[src/verilog/ssa_pkg.sv]
/*
 * Shared constants for the subtract and nibble-swap datapath: opcode
 * patterns, field positions, widths and reset values.
 * Assumes a 14-bit instruction word and an 8-bit data path.
 */
`default_nettype none
package ssa_pkg;
   localparam int          INSTR_W       = 14;
   localparam int          DATA_W        = 8;
   localparam int          FADDR_W       = 7;
   localparam int          NIB_W         = 4;
   // Literal subtract: 11 110x kkkk kkkk, bit 8 is ignored.
   localparam int          LIT_OPC_MSB   = 13;
   localparam int          LIT_OPC_LSB   = 9;
   localparam logic [4:0]  LIT_OPC       = 5'h1E;
   // File subtract 00 0010 dfff ffff and swap 00 1110 dfff ffff.
   localparam int          FILE_OPC_MSB  = 13;
   localparam int          FILE_OPC_LSB  = 8;
   localparam logic [5:0]  FSUB_OPC      = 6'h02;
   localparam logic [5:0]  SWAP_OPC      = 6'h0E;
   localparam int          DEST_BIT      = 7;
   localparam int          LIT_MSB       = 7;
   localparam int          FADDR_MSB     = 6;
   localparam logic        DEST_ACC      = 1'b0;
   localparam logic        DEST_FILE     = 1'b1;
   // Flag vector layout on the flag load port.
   localparam int          FLAG_C        = 0;
   localparam int          FLAG_DC       = 1;
   localparam int          FLAG_Z        = 2;
   localparam logic [7:0]  ACC_RST       = 8'h00;
   localparam logic [2:0]  FLAGS_RST     = 3'h0;
   localparam logic [6:0]  FWADDR_RST    = 7'h00;
   localparam logic [7:0]  FWDATA_RST    = 8'h00;
   localparam int          OP_CYCLES     = 1;
endpackage : ssa_pkg
`default_nettype wire
[src/verilog/ssa_op_if.sv]
/*
 * Carrier between the datapath top and its arithmetic unit.
 * Assumes both ends sit in the same clock domain; purely combinational.
 */
`timescale 1ns/1ps
`default_nettype none
interface ssa_op_if;
   logic [7:0] minuend;
   logic [7:0] subtrahend;
   logic [7:0] diff;
   logic [7:0] swapped;
   logic       carry;
   logic       nib_carry;
   logic       zero;

   modport unit (input minuend, subtrahend, output diff, swapped, carry, nib_carry, zero);
   modport user (output minuend, subtrahend, input diff, swapped, carry, nib_carry, zero);
endinterface : ssa_op_if
`default_nettype wire

[src/verilog/ssa_alu.sv]
/*
 * Execution datapath for literal subtract, file subtract and nibble swap.
 * Holds the working accumulator and the carry, nibble carry and zero flags.
 * Assumes the file array returns the addressed byte combinationally on
 * file_rdata_i for file_addr_o in the same cycle as the instruction.
 */
`timescale 1ns/1ps
`default_nettype none
module ssa_alu (
   input  wire logic        mclk_i,
   input  wire logic        nrst_i,
   input  wire logic        instr_valid_i,
   input  wire logic [13:0] instr_i,
   input  wire logic [7:0]  file_rdata_i,
   input  wire logic        acc_wr_i,
   input  wire logic [7:0]  acc_wdata_i,
   input  wire logic        flags_wr_i,
   input  wire logic [2:0]  flags_wdata_i,
   output logic      [6:0]  file_addr_o,
   output logic             file_wr_o,
   output logic      [6:0]  file_waddr_o,
   output logic      [7:0]  file_wdata_o,
   output logic      [7:0]  acc_o,
   output logic             carry_o,
   output logic             nibble_carry_flag_o,
   output logic             zero_o
);
   ssa_op_if op ();

   logic       lit_hit;
   logic       fsub_hit;
   logic       swap_hit;
   logic       sub_hit;
   logic       dest_file;
   logic [7:0] result;

   logic [7:0] acc_r;
   logic [7:0] acc_nxt;
   logic       carry_r;
   logic       carry_nxt;
   logic       nib_r;
   logic       nib_nxt;
   logic       zero_r;
   logic       zero_nxt;
   logic       fwr_r;
   logic       fwr_nxt;
   logic [6:0] fwaddr_r;
   logic [6:0] fwaddr_nxt;
   logic [7:0] fwdata_r;
   logic [7:0] fwdata_nxt;

   ssa_arith u_arith (
      .op (op.unit)
   );

   // Opcode recognition; bit 8 of the literal form is a don't-care.
   always_comb begin
      lit_hit   = instr_valid_i &&
                  (instr_i[ssa_pkg::LIT_OPC_MSB:ssa_pkg::LIT_OPC_LSB] == ssa_pkg::LIT_OPC);
      fsub_hit  = instr_valid_i &&
                  (instr_i[ssa_pkg::FILE_OPC_MSB:ssa_pkg::FILE_OPC_LSB] == ssa_pkg::FSUB_OPC);
      swap_hit  = instr_valid_i &&
                  (instr_i[ssa_pkg::FILE_OPC_MSB:ssa_pkg::FILE_OPC_LSB] == ssa_pkg::SWAP_OPC);
      sub_hit   = lit_hit || fsub_hit;
      dest_file = instr_i[ssa_pkg::DEST_BIT];
   end

   // Operand selection: literal or addressed file byte, minus accumulator.
   always_comb begin
      file_addr_o   = instr_i[ssa_pkg::FADDR_MSB:0];
      op.minuend    = lit_hit ? instr_i[ssa_pkg::LIT_MSB:0] : file_rdata_i;
      op.subtrahend = acc_r;
      result        = swap_hit ? op.swapped : op.diff;
   end

   // Next-state logic for accumulator, flags and file write port.
   always_comb begin
      acc_nxt    = acc_r;
      carry_nxt  = carry_r;
      nib_nxt    = nib_r;
      zero_nxt   = zero_r;
      fwr_nxt    = 1'b0;
      fwaddr_nxt = fwaddr_r;
      fwdata_nxt = fwdata_r;
      // Loads from outside lose to any op that is taken in the same cycle.
      if (lit_hit) begin
         acc_nxt = op.diff;
      end else if (fsub_hit || swap_hit) begin
         if (dest_file == ssa_pkg::DEST_FILE) begin
            fwr_nxt    = 1'b1;
            fwaddr_nxt = file_addr_o;
            fwdata_nxt = result;
         end else begin
            acc_nxt = result;
         end
      end else if (acc_wr_i) begin
         acc_nxt = acc_wdata_i;
      end
      if (sub_hit) begin
         carry_nxt = op.carry;
         nib_nxt   = op.nib_carry;
         zero_nxt  = op.zero;
      end else if (flags_wr_i && !swap_hit) begin
         carry_nxt = flags_wdata_i[ssa_pkg::FLAG_C];
         nib_nxt   = flags_wdata_i[ssa_pkg::FLAG_DC];
         zero_nxt  = flags_wdata_i[ssa_pkg::FLAG_Z];
      end
   end

   always_ff @(posedge mclk_i) begin
      if (!nrst_i) begin
         acc_r    <= ssa_pkg::ACC_RST;
         carry_r  <= ssa_pkg::FLAGS_RST[ssa_pkg::FLAG_C];
         nib_r    <= ssa_pkg::FLAGS_RST[ssa_pkg::FLAG_DC];
         zero_r   <= ssa_pkg::FLAGS_RST[ssa_pkg::FLAG_Z];
         fwr_r    <= 1'b0;
         fwaddr_r <= ssa_pkg::FWADDR_RST;
         fwdata_r <= ssa_pkg::FWDATA_RST;
      end else begin
         acc_r    <= acc_nxt;
         carry_r  <= carry_nxt;
         nib_r    <= nib_nxt;
         zero_r   <= zero_nxt;
         fwr_r    <= fwr_nxt;
         fwaddr_r <= fwaddr_nxt;
         fwdata_r <= fwdata_nxt;
      end
   end

   always_comb begin
      acc_o               = acc_r;
      carry_o             = carry_r;
      nibble_carry_flag_o = nib_r;
      zero_o              = zero_r;
      file_wr_o           = fwr_r;
      file_waddr_o        = fwaddr_r;
      file_wdata_o        = fwdata_r;
   end

   // Checks on the datapath, sampled against the cycle that carried the op.
   a_lit_result: assert property (@(posedge mclk_i) disable iff (!nrst_i)
      lit_hit |=> acc_o == 8'($past(instr_i[7:0]) - $past(acc_o)) && !file_wr_o)
      else $error("literal subtract result wrong");

   a_lit_dontcare: assert property (@(posedge mclk_i) disable iff (!nrst_i)
      instr_valid_i && instr_i[13:9] == 5'h1E |-> lit_hit && !fsub_hit && !swap_hit)
      else $error("literal subtract not decoded");

   a_fsub_acc: assert property (@(posedge mclk_i) disable iff (!nrst_i)
      fsub_hit && !instr_i[7] |=> acc_o == 8'($past(file_rdata_i) - $past(acc_o)))
      else $error("file subtract to accumulator wrong");

   a_fsub_file: assert property (@(posedge mclk_i) disable iff (!nrst_i)
      fsub_hit && instr_i[7] |=> file_wr_o && $stable(acc_o)
         && file_waddr_o == $past(instr_i[6:0])
         && file_wdata_o == 8'($past(file_rdata_i) - $past(acc_o)))
      else $error("file subtract to file wrong");

   a_carry_borrow: assert property (@(posedge mclk_i) disable iff (!nrst_i)
      sub_hit |=> carry_o == ($past(op.minuend) >= $past(acc_o)))
      else $error("carry does not reflect borrow");

   a_swap_data: assert property (@(posedge mclk_i) disable iff (!nrst_i)
      swap_hit && instr_i[7] |=> file_wr_o
         && file_wdata_o == {$past(file_rdata_i[3:0]), $past(file_rdata_i[7:4])})
      else $error("swap to file wrong");

   a_swap_acc: assert property (@(posedge mclk_i) disable iff (!nrst_i)
      swap_hit && !instr_i[7] |=> !file_wr_o
         && acc_o == {$past(file_rdata_i[3:0]), $past(file_rdata_i[7:4])})
      else $error("swap to accumulator wrong");

   a_swap_flags: assert property (@(posedge mclk_i) disable iff (!nrst_i)
      swap_hit |=> $stable(carry_o) && $stable(nibble_carry_flag_o) && $stable(zero_o))
      else $error("swap changed a flag");

   a_sub_zero_dc: assert property (@(posedge mclk_i) disable iff (!nrst_i)
      sub_hit |=> zero_o == (8'($past(op.minuend) - $past(acc_o)) == 8'h00)
         && nibble_carry_flag_o == ($past(op.minuend[3:0]) >= $past(acc_o[3:0])))
      else $error("zero or nibble carry wrong");

   a_idle_no_write: assert property (@(posedge mclk_i) disable iff (!nrst_i)
      !(fsub_hit || swap_hit) |=> !file_wr_o)
      else $error("spurious file write");

   a_fsub_acc_nowr: assert property (@(posedge mclk_i) disable iff (!nrst_i)
      fsub_hit && !instr_i[7] |=> !file_wr_o)
      else $error("file subtract to accumulator wrote the file");

   a_swap_keeps_acc: assert property (@(posedge mclk_i) disable iff (!nrst_i)
      swap_hit && instr_i[7] |=> $stable(acc_o))
      else $error("swap to file changed the accumulator");

   a_wr_pulse: assert property (@(posedge mclk_i) disable iff (!nrst_i)
      file_wr_o |=> !file_wr_o || $past((fsub_hit || swap_hit) && dest_file))
      else $error("file write pulse too long");

   a_other_quiet: assert property (@(posedge mclk_i) disable iff (!nrst_i)
      instr_valid_i && !lit_hit && !fsub_hit && !swap_hit && !acc_wr_i && !flags_wr_i
      |=> $stable(acc_o) && $stable(carry_o) && $stable(nibble_carry_flag_o)
         && $stable(zero_o) && !file_wr_o)
      else $error("unknown opcode changed state");

   // Covers for the main scenarios.
   c_swap_file: cover property (@(posedge mclk_i) disable iff (!nrst_i)
      swap_hit && instr_i[7]);
   c_lit_negative: cover property (@(posedge mclk_i) disable iff (!nrst_i)
      lit_hit && !op.carry);
   c_fsub_zero: cover property (@(posedge mclk_i) disable iff (!nrst_i)
      fsub_hit && instr_i[7] && op.zero);
   c_swap_acc: cover property (@(posedge mclk_i) disable iff (!nrst_i)
      swap_hit && !instr_i[7]);
   c_back_to_back: cover property (@(posedge mclk_i) disable iff (!nrst_i)
      fsub_hit ##1 lit_hit);
endmodule : ssa_alu
`default_nettype wire

[src/verilog/ssa_arith.sv]
/*
 * Arithmetic unit: two's complement subtract with carry, nibble carry and
 * zero, plus the nibble exchange of the minuend.
 * Assumes operands are held stable by the user for the cycle.
 */
`timescale 1ns/1ps
`default_nettype none
module ssa_arith (
   ssa_op_if.unit op
);
   logic [8:0] full_sum;
   logic [4:0] low_sum;

   always_comb begin
      // Subtraction as a + ~b + 1; a carry out means no borrow.
      full_sum     = {1'b0, op.minuend} + {1'b0, ~op.subtrahend} + 9'h001;
      low_sum      = {1'b0, op.minuend[3:0]} + {1'b0, ~op.subtrahend[3:0]} + 5'h01;
      op.diff      = full_sum[7:0];
      op.carry     = full_sum[8];
      op.nib_carry = low_sum[4];
      op.zero      = (full_sum[7:0] == 8'h00);
      op.swapped   = {op.minuend[3:0], op.minuend[7:4]};
   end
endmodule : ssa_arith
`default_nettype wire

[config.mk]
export PLATFORM = sky130hd
export DESIGN_NAME = ssa_alu
export DESIGN_NICKNAME = d
export VERILOG_FILES = /design/src/verilog/ssa_pkg.sv /design/src/verilog/ssa_op_if.sv /design/src/verilog/ssa_alu.sv /design/src/verilog/ssa_arith.sv
export SDC_FILE = /design/constraint.sdc
export NUM_CORES = 1
export LEC_CHECK = 0
export BUFFER_PORTS_ARGS = -buffer_cell sky130_fd_sc_hd__buf_2
export CAP_MARGIN = 20
export CORE_ASPECT_RATIO = 0.7
export CORE_UTILIZATION = 30
export DETAILED_ROUTE_END_ITERATION = 8
export GPL_ROUTABILITY_DRIVEN = 0
export PLACE_DENSITY = 0.57
export REMOVE_ABC_BUFFERS = 1
export SYNTH_ARGS = -nofsm -noshare
export SYNTH_HDL_FRONTEND = slang
export SYNTH_SLANG_ARGS = --single-unit
export TNS_END_PERCENT = 5
[constraint.sdc]
create_clock -name mclk_i -period 4.1 [get_ports mclk_i]
set_input_delay 0.615 -clock mclk_i [delete_from_list [all_inputs] [get_ports mclk_i]]
set_output_delay 0.615 -clock mclk_i [all_outputs]
set_load 0.1 [all_outputs]
Word-level counts from Yosys, hierarchy flattened
Cells that the tools add are included.
{"block": "totals", "memories": 0, "latchBits": 0, "output_inout_bits": 34, "regBits": 27, "mem_bits_rw": 0, "mem_bits_ro": 0, "inputBits": 38}
{"block": "classes", "mul": 0, "bitwise": 5, "eq_ne": 4, "magnitude_cmp": 0, "n_reduce_logical": 13, "div_mod_pow": 0, "muxes": 13, "add_sub_neg": 4, "shifts": 0}
{"op": "$mux W8", "n": 6}
{"op": "$add A8 B8 Y9", "n": 1}
{"op": "$add A9 B1 Y9 const B", "n": 1}
{"op": "$logic_not A8 Y1", "n": 1}
{"op": "$not A8 Y8", "n": 1}
{"op": "$mux W1", "n": 7}
{"op": "$eq A6 B2 Y1 const B", "n": 1}
{"op": "$eq A6 B4 Y1 const B", "n": 1}
{"op": "$add A4 B4 Y5", "n": 1}
{"op": "$add A5 B1 Y5 const B", "n": 1}
{"op": "$eq A5 B5 Y1 const B", "n": 1}
{"op": "$logic_and A1 B1 Y1", "n": 4}
{"op": "$not A4 Y4", "n": 1}
{"op": "$ne A3 B3 Y1 const B", "n": 1}
{"op": "$not A1 Y1", "n": 3}
{"op": "$reduce_and A3 Y1", "n": 1}
{"op": "$reduce_bool A3 Y1", "n": 1}
{"op": "$reduce_or A3 Y1", "n": 1}
{"op": "$logic_or A1 B1 Y1", "n": 2}
{"op": "$reduce_and A2 Y1", "n": 1}
{"op": "$reduce_bool A2 Y1", "n": 1}
{"op": "$logic_not A1 Y1", "n": 1}

Longest topological paths before layout
{"block": "depth", "ltp_word": 9, "mapped_depth": 12, "ltp_nobuf": 11}

Cells and area by module
From an unflattened synthesis, not the netlist that was laid out.
{"block": "unflattened", "cells_unflattened": 268, "area_unflattened_um2": 2052.0}
{"mod": "ssa_alu", "seq_area_each_um2": 540.5, "area_each_um2": 1610.3, "cells_each": 208, "n_inst": 1}
{"mod": "ssa_arith", "seq_area_each_um2": 0.0, "area_each_um2": 441.7, "cells_each": 60, "n_inst": 1}

Worst setup path before layout
OpenSTA, ideal clock, no wires.
{"block": "synth_path", "path_type": "input -> register", "start": "in instr_i[11]", "end": "reg zero_r, in the netlist zero_o", "path_stages": 11, "required_time_ps": 3984, "setup_slack_ps": 902, "setup_time_ps": 116, "arrival_ps": 3081, "path_cell_list": "nand2_2 -> or4b_4 -> buf_2 -> mux2i_1 -> ha_1 -> fa_1 -> nand2b_1 -> a211oi_1 -> o41ai_1 -> or2_2 -> a41o_1"}
{"block": "synth_via", "elab_chain_cells": 7, "elab_cells_between_ends": 15, "cone_classes": "2 x add/sub; 3 x eq/ne; 2 x mux; 8 x reduce/logical"}
{"item": "from (decl)", "line": "ssa_alu.sv:13", "source": "input wire logic [13:0] instr_i,"}
{"item": "$eq A5 B5 Y1", "line": "ssa_alu.sv:59", "source": "(instr_i[ssa_pkg::LIT_OPC_MSB:ssa_pkg::LIT_OPC_LSB] == ssa_pkg::LIT_OPC);"}
{"item": "$logic_and A1 B1 Y1", "line": "ssa_alu.sv:58", "source": "lit_hit = instr_valid_i &&"}
{"item": "$mux W8", "line": "ssa_alu.sv:71", "source": "op.minuend = lit_hit ? instr_i[ssa_pkg::LIT_MSB:0] : file_rdata_i;"}
{"item": "$add A8 B8 Y9", "line": "ssa_arith.sv:16", "source": "full_sum = {1'b0, op.minuend} + {1'b0, ~op.subtrahend} + 9'h001;"}
{"item": "$add A9 B1 Y9", "line": "ssa_arith.sv:16"}
{"item": "$logic_not A8 Y1", "line": "ssa_arith.sv:21", "source": "op.zero = (full_sum[7:0] == 8'h00);"}
{"item": "$mux W1", "line": "ssa_alu.sv:99", "source": "if (sub_hit) begin"}
{"item": "to (signal assigned)", "line": "ssa_alu.sv:115", "source": "zero_r <= ssa_pkg::FLAGS_RST[ssa_pkg::FLAG_Z];"}
{"item": "to (signal assigned)", "line": "ssa_alu.sv:123", "source": "zero_r <= zero_nxt;"}
{"item": "to (decl)", "line": "ssa_alu.sv:43", "source": "logic zero_r;"}
Several ways; a longest one is shown, not always the timed one.
A chain may end at the register's enable or synchronous reset.

Final worst setup path
{"block": "layout_path", "start": "in instr_i[11]", "end": "reg fwdata_r[6], in the netlist file_wdata_o[6]"}
{"block": "layout_via", "elab_chain_cells": 6, "elab_cells_between_ends": 13, "cone_classes": "2 x add/sub; 3 x eq/ne; 2 x mux; 1 x bitwise; 5 x reduce/logical"}
{"item": "$eq A5 B5 Y1", "line": "ssa_alu.sv:59"}
{"item": "$logic_and A1 B1 Y1", "line": "ssa_alu.sv:58"}
{"item": "$mux W8", "line": "ssa_alu.sv:71"}
{"item": "$add A8 B8 Y9", "line": "ssa_arith.sv:16"}
{"item": "$add A9 B1 Y9", "line": "ssa_arith.sv:16"}
{"item": "$mux W8", "line": "ssa_alu.sv:73", "source": "result = swap_hit ? op.swapped : op.diff;"}
{"item": "to (signal assigned)", "line": "ssa_alu.sv:118", "source": "fwdata_r <= ssa_pkg::FWDATA_RST;"}
{"item": "to (signal assigned)", "line": "ssa_alu.sv:126", "source": "fwdata_r <= fwdata_nxt;"}
{"item": "to (decl)", "line": "ssa_alu.sv:49", "source": "logic [7:0] fwdata_r;"}
Several ways; a longest one is shown, not always the timed one.

==> impl_results.md <==
- Number of gates given a new drive strength after cts: 0
- Netlist area before placement: 0.00187 sq mm
- Final hold violation count: 0
- Number of vias per cell after detailed routing: 5.24
- Number of antenna violations at the first check in global routing: 0
- Post-route clock skew: 0.0118 ns
- Routed vias: 1945
- Cell leakage power: 1.08 nW
- Critical Path Slowest Stage Cell: or4b_4
- Worst-path fanout max: 13
- Sequential fraction of design power: 39.6%
- Global-route wire length before repair: 9220 um
- Reg2reg setup slack: 1.92 ns
- N_diodes: 0
- Gate family responsible for the most delay along the worst path: simple AND/OR/NAND/NOR gates
- Internal: 0.000417 W
- Number of levels the H-tree was split into: 1
- Required time of the worst setup path: 4.32 ns
- Part of the power in combinational logic: 38.1%
- Clock power frac: 22.4%
- Max stage delay on crit path: 0.64 ns
- Post-synth top flop: dfxtp_1
- CP arrival: 3.37 ns
- Synth Area per Inst: 7.88 sq um
- Overflow left after global routing: 0
- Final worst path period share: 76.8%
- Worst supply voltage drop on vdd: 0.000133 V
- TritonCTS clock tree: yes
- Final setup fails: 0
- Routed len/inst: 15.5 um
- Worst Path Buf+Inv: 1
- Area taken by multi-input logic gates: 0.00118 sq mm
- Power density of the placed cells: 308 mW/mm^2
- All-layer global routing usage: 18.5%
- Drt pass-1 iters: 4
- Number of buffers on the longest clock path: 2
- Maximum Capacitance Violations: 0
- Post-synthesis sequential area ratio: 28.9%
- Final worst slack: 0.951 ns
- Number of top-level pins: 72
- Net switching power of the design: 0.000284 W
- Post-CTS clock slew at the launch and capture registers of the worst setup and hold paths: 0.10 ns
- CP Class: in2reg
- Residual antenna-violating net count after detailed routing: 0
- Setup TNS: 0 ns
- DIE AREA: 0.00655 sq mm
- FILL cells: 641
- Worst Hold Class: reg2reg
- Endpoint kind of the worst setup timing path: register
- Die X-Extent: 96.3 um
- Latest clock arrival within the worst-skew pair: 0.28 ns
- Slew Limit Headroom: 48.2%
- Worst-margin pin slew: 0.775 ns
- Detail Placement HPWL: 4520 um
- Number of violations reported at the end of detailed-routing iteration 0: 99
- Layout cell share with drive strength beyond 1: 30.7%
- Number of placement rows: 23
- Post-layout minimum cycle time: 3.15 ns
- Core region area: 0.00587 sq mm
- Post-synth ARST share: 0%
- Min Hold Slack: 0.454 ns
- Final WL: 5740 um
- Port buffer count: 71
- Height of the die: 68.0 um
- Final #Nets: 344
- Result of the run: complete, no violations
- Startpoint of the worst register-to-register path: acc_o[0]
- Synth unique cells: 58
- Setup bufs post-CTS: 0
- Setup slack after placement: 0.690 ns
- Drc violations: 0
- Proportion of total power due to net switching: 40.5%
- Cell count after synthesis: 237
- Clk sinks: 27
- Total of hold buffers inserted after clock tree synthesis: 0
- Worst hold path startpoint: file_wdata_o[1]
- Cell depth of the worst min-delay path: 2
- Standard cell area after detailed placement: 0.00223 sq mm
- Cell at the root of the clock tree: clkbuf_8
- Unrepaired setup endpoints after global routing: false
- Hold-critical path endpoint: file_wdata_o[1]
- Synthesized flop and latch total: 27
- Area overhead of the layout relative to synthesis: 21.9%
- Fmax: 318 MHz
- Via count of the first global-routing pass: 1769
- Depth of the most critical reg-to-reg path: 7
- Fin. max-slew vios: 0
- YS warnings: 0
- Kind of start point of the critical path: input pin
- Post-route standard cell area excluding fillers: 0.00228 sq mm
- Critical-path cell list: buf_2, nand2_2, or4b_4, mux2i_1, ha_1, fa_1, nand2b_1, a211oi_1, o41ai_1, or3_1, a21oi_1
- Effective utilization at floorplan: 31.8%
- Inserted Clock Buffers: 3
- Worst reg2reg endpoint: file_wdata_o[6]
- Register Area: 541 sq um
- Number of synthesized flops with an enable pin: 0
- Maximum number of pins on one net before global-route repair: 30
how the worst max path moves through the flow:
| stage | start | endpoint | cells after the start |
|---|---|---|---|
| after detailed placement | instr_i[11] | file_wdata_o[6] | 11 |
| after global placement | instr_i[11] | file_wdata_o[6] | 11 |
| after CTS | instr_i[11] | file_wdata_o[6] | 11 |
| after global routing | instr_i[11] | file_wdata_o[6] | 11 |
| after floorplan | instr_i[11] | zero_o | 10 |
| final | instr_i[11] | file_wdata_o[6] | 11 |
worst min-delay path, cell delays in order, from the launching register on:
cell      delay (ns)
dfxtp_1         0.32
nand2_1         0.05
a21boi_1        0.05
cells in the mapped netlist, types with 5 or more instances:
cell type,number,share of area (%)
nand2_1,41,8.2
dfxtp_1,27,29
a21oi_1,16,4.3
o21ai_0,15,4.0
inv_1,11,2.2
nor2_1,10,2.0
a21boi_0,8,3.2
ha_1,8,5.4
buf_4,7,2.8
buf_2,6,1.6
a22oi_1,5,2.0
clkbuf_1,5,1.0
o22ai_1,5,1.7
cells in the final DEF (no fill, tap or decap), types with 5 or more instances in the layout:
master / instances
nor2_1: 10
nand2_1: 41
a22oi_1: 5
a21oi_1: 16
a21boi_0: 8
inv_1: 11
buf_2: 71
o21ai_0: 15
ha_1: 8
dfxtp_1: 27
o22ai_1: 5
power groups by stage:
stage	clock (W)	sequential, W	combinational, W
after detailed placement	0	0.000283	0.000266
after global routing	0.000169	0.000279	0.000292
after CTS	0.000162	0.000278	0.000267
after floorplan	0	0.000345	0.000107
after global placement	0	0.000284	0.000266
final	0.000157	0.000278	0.000267
layout make-up:
class | count | share of cell area [%]
multi-input cells | 181 | 52.0
flip-flops and latches | 27 | 23.7
repair buffers | 73 | 16.3
well taps | 75 | 4.12
clock buffers | 3 | 1.81
inverters | 11 | 1.81
clock inverters | 1 | 0.220
per-stage QoR:
| step | total power [W] | utilization (%) | instances |
|---|---|---|---|
| floorplan | 0.000452 | - | 219 |
| global placement | 0.000550 | 38.0 | 367 |
| detailed placement | 0.000549 | 38.0 | 367 |
| CTS | 0.000706 | 38.8 | 371 |
| global route | 0.000740 | 38.8 | 371 |
| finish | 0.000701 | 38.8 | 371 |
registers in the layout, indices dropped and copies added (netlist names):
register	cells
acc_o	8
zero_o	1
carry_o	1
file_wr_o	1
file_waddr_o	7
nibble_carry_flag_o	1
file_wdata_o	8
kinds of logic (layout without fill, tap and decap cells):
kind of cell | after synthesis | in the layout | share of synthesized area [%]
AO/OA/AOI/OAI | 80 | 80 | 29.7
flip-flops | 27 | 27 | 28.9
XOR/XNOR | 4 | 4 | 1.88
adder cells (fa/ha/maj) | 9 | 9 | 6.43
AND/OR/NAND/NOR | 83 | 83 | 22.4
buffers and inverters | 29 | 88 | 7.64
multiplexers | 5 | 5 | 2.95
metal layers:
metal  GRT usage [%]  routed length (um)  up-vias
li1                -                   -      976
met1            28.5                2990      885
met2            26.5                2260       80
met3            5.11                 481        4
met4           0.551                   9        0
met5               0                   0        -
Note: power is estimated with default switching activity, not from simulation.
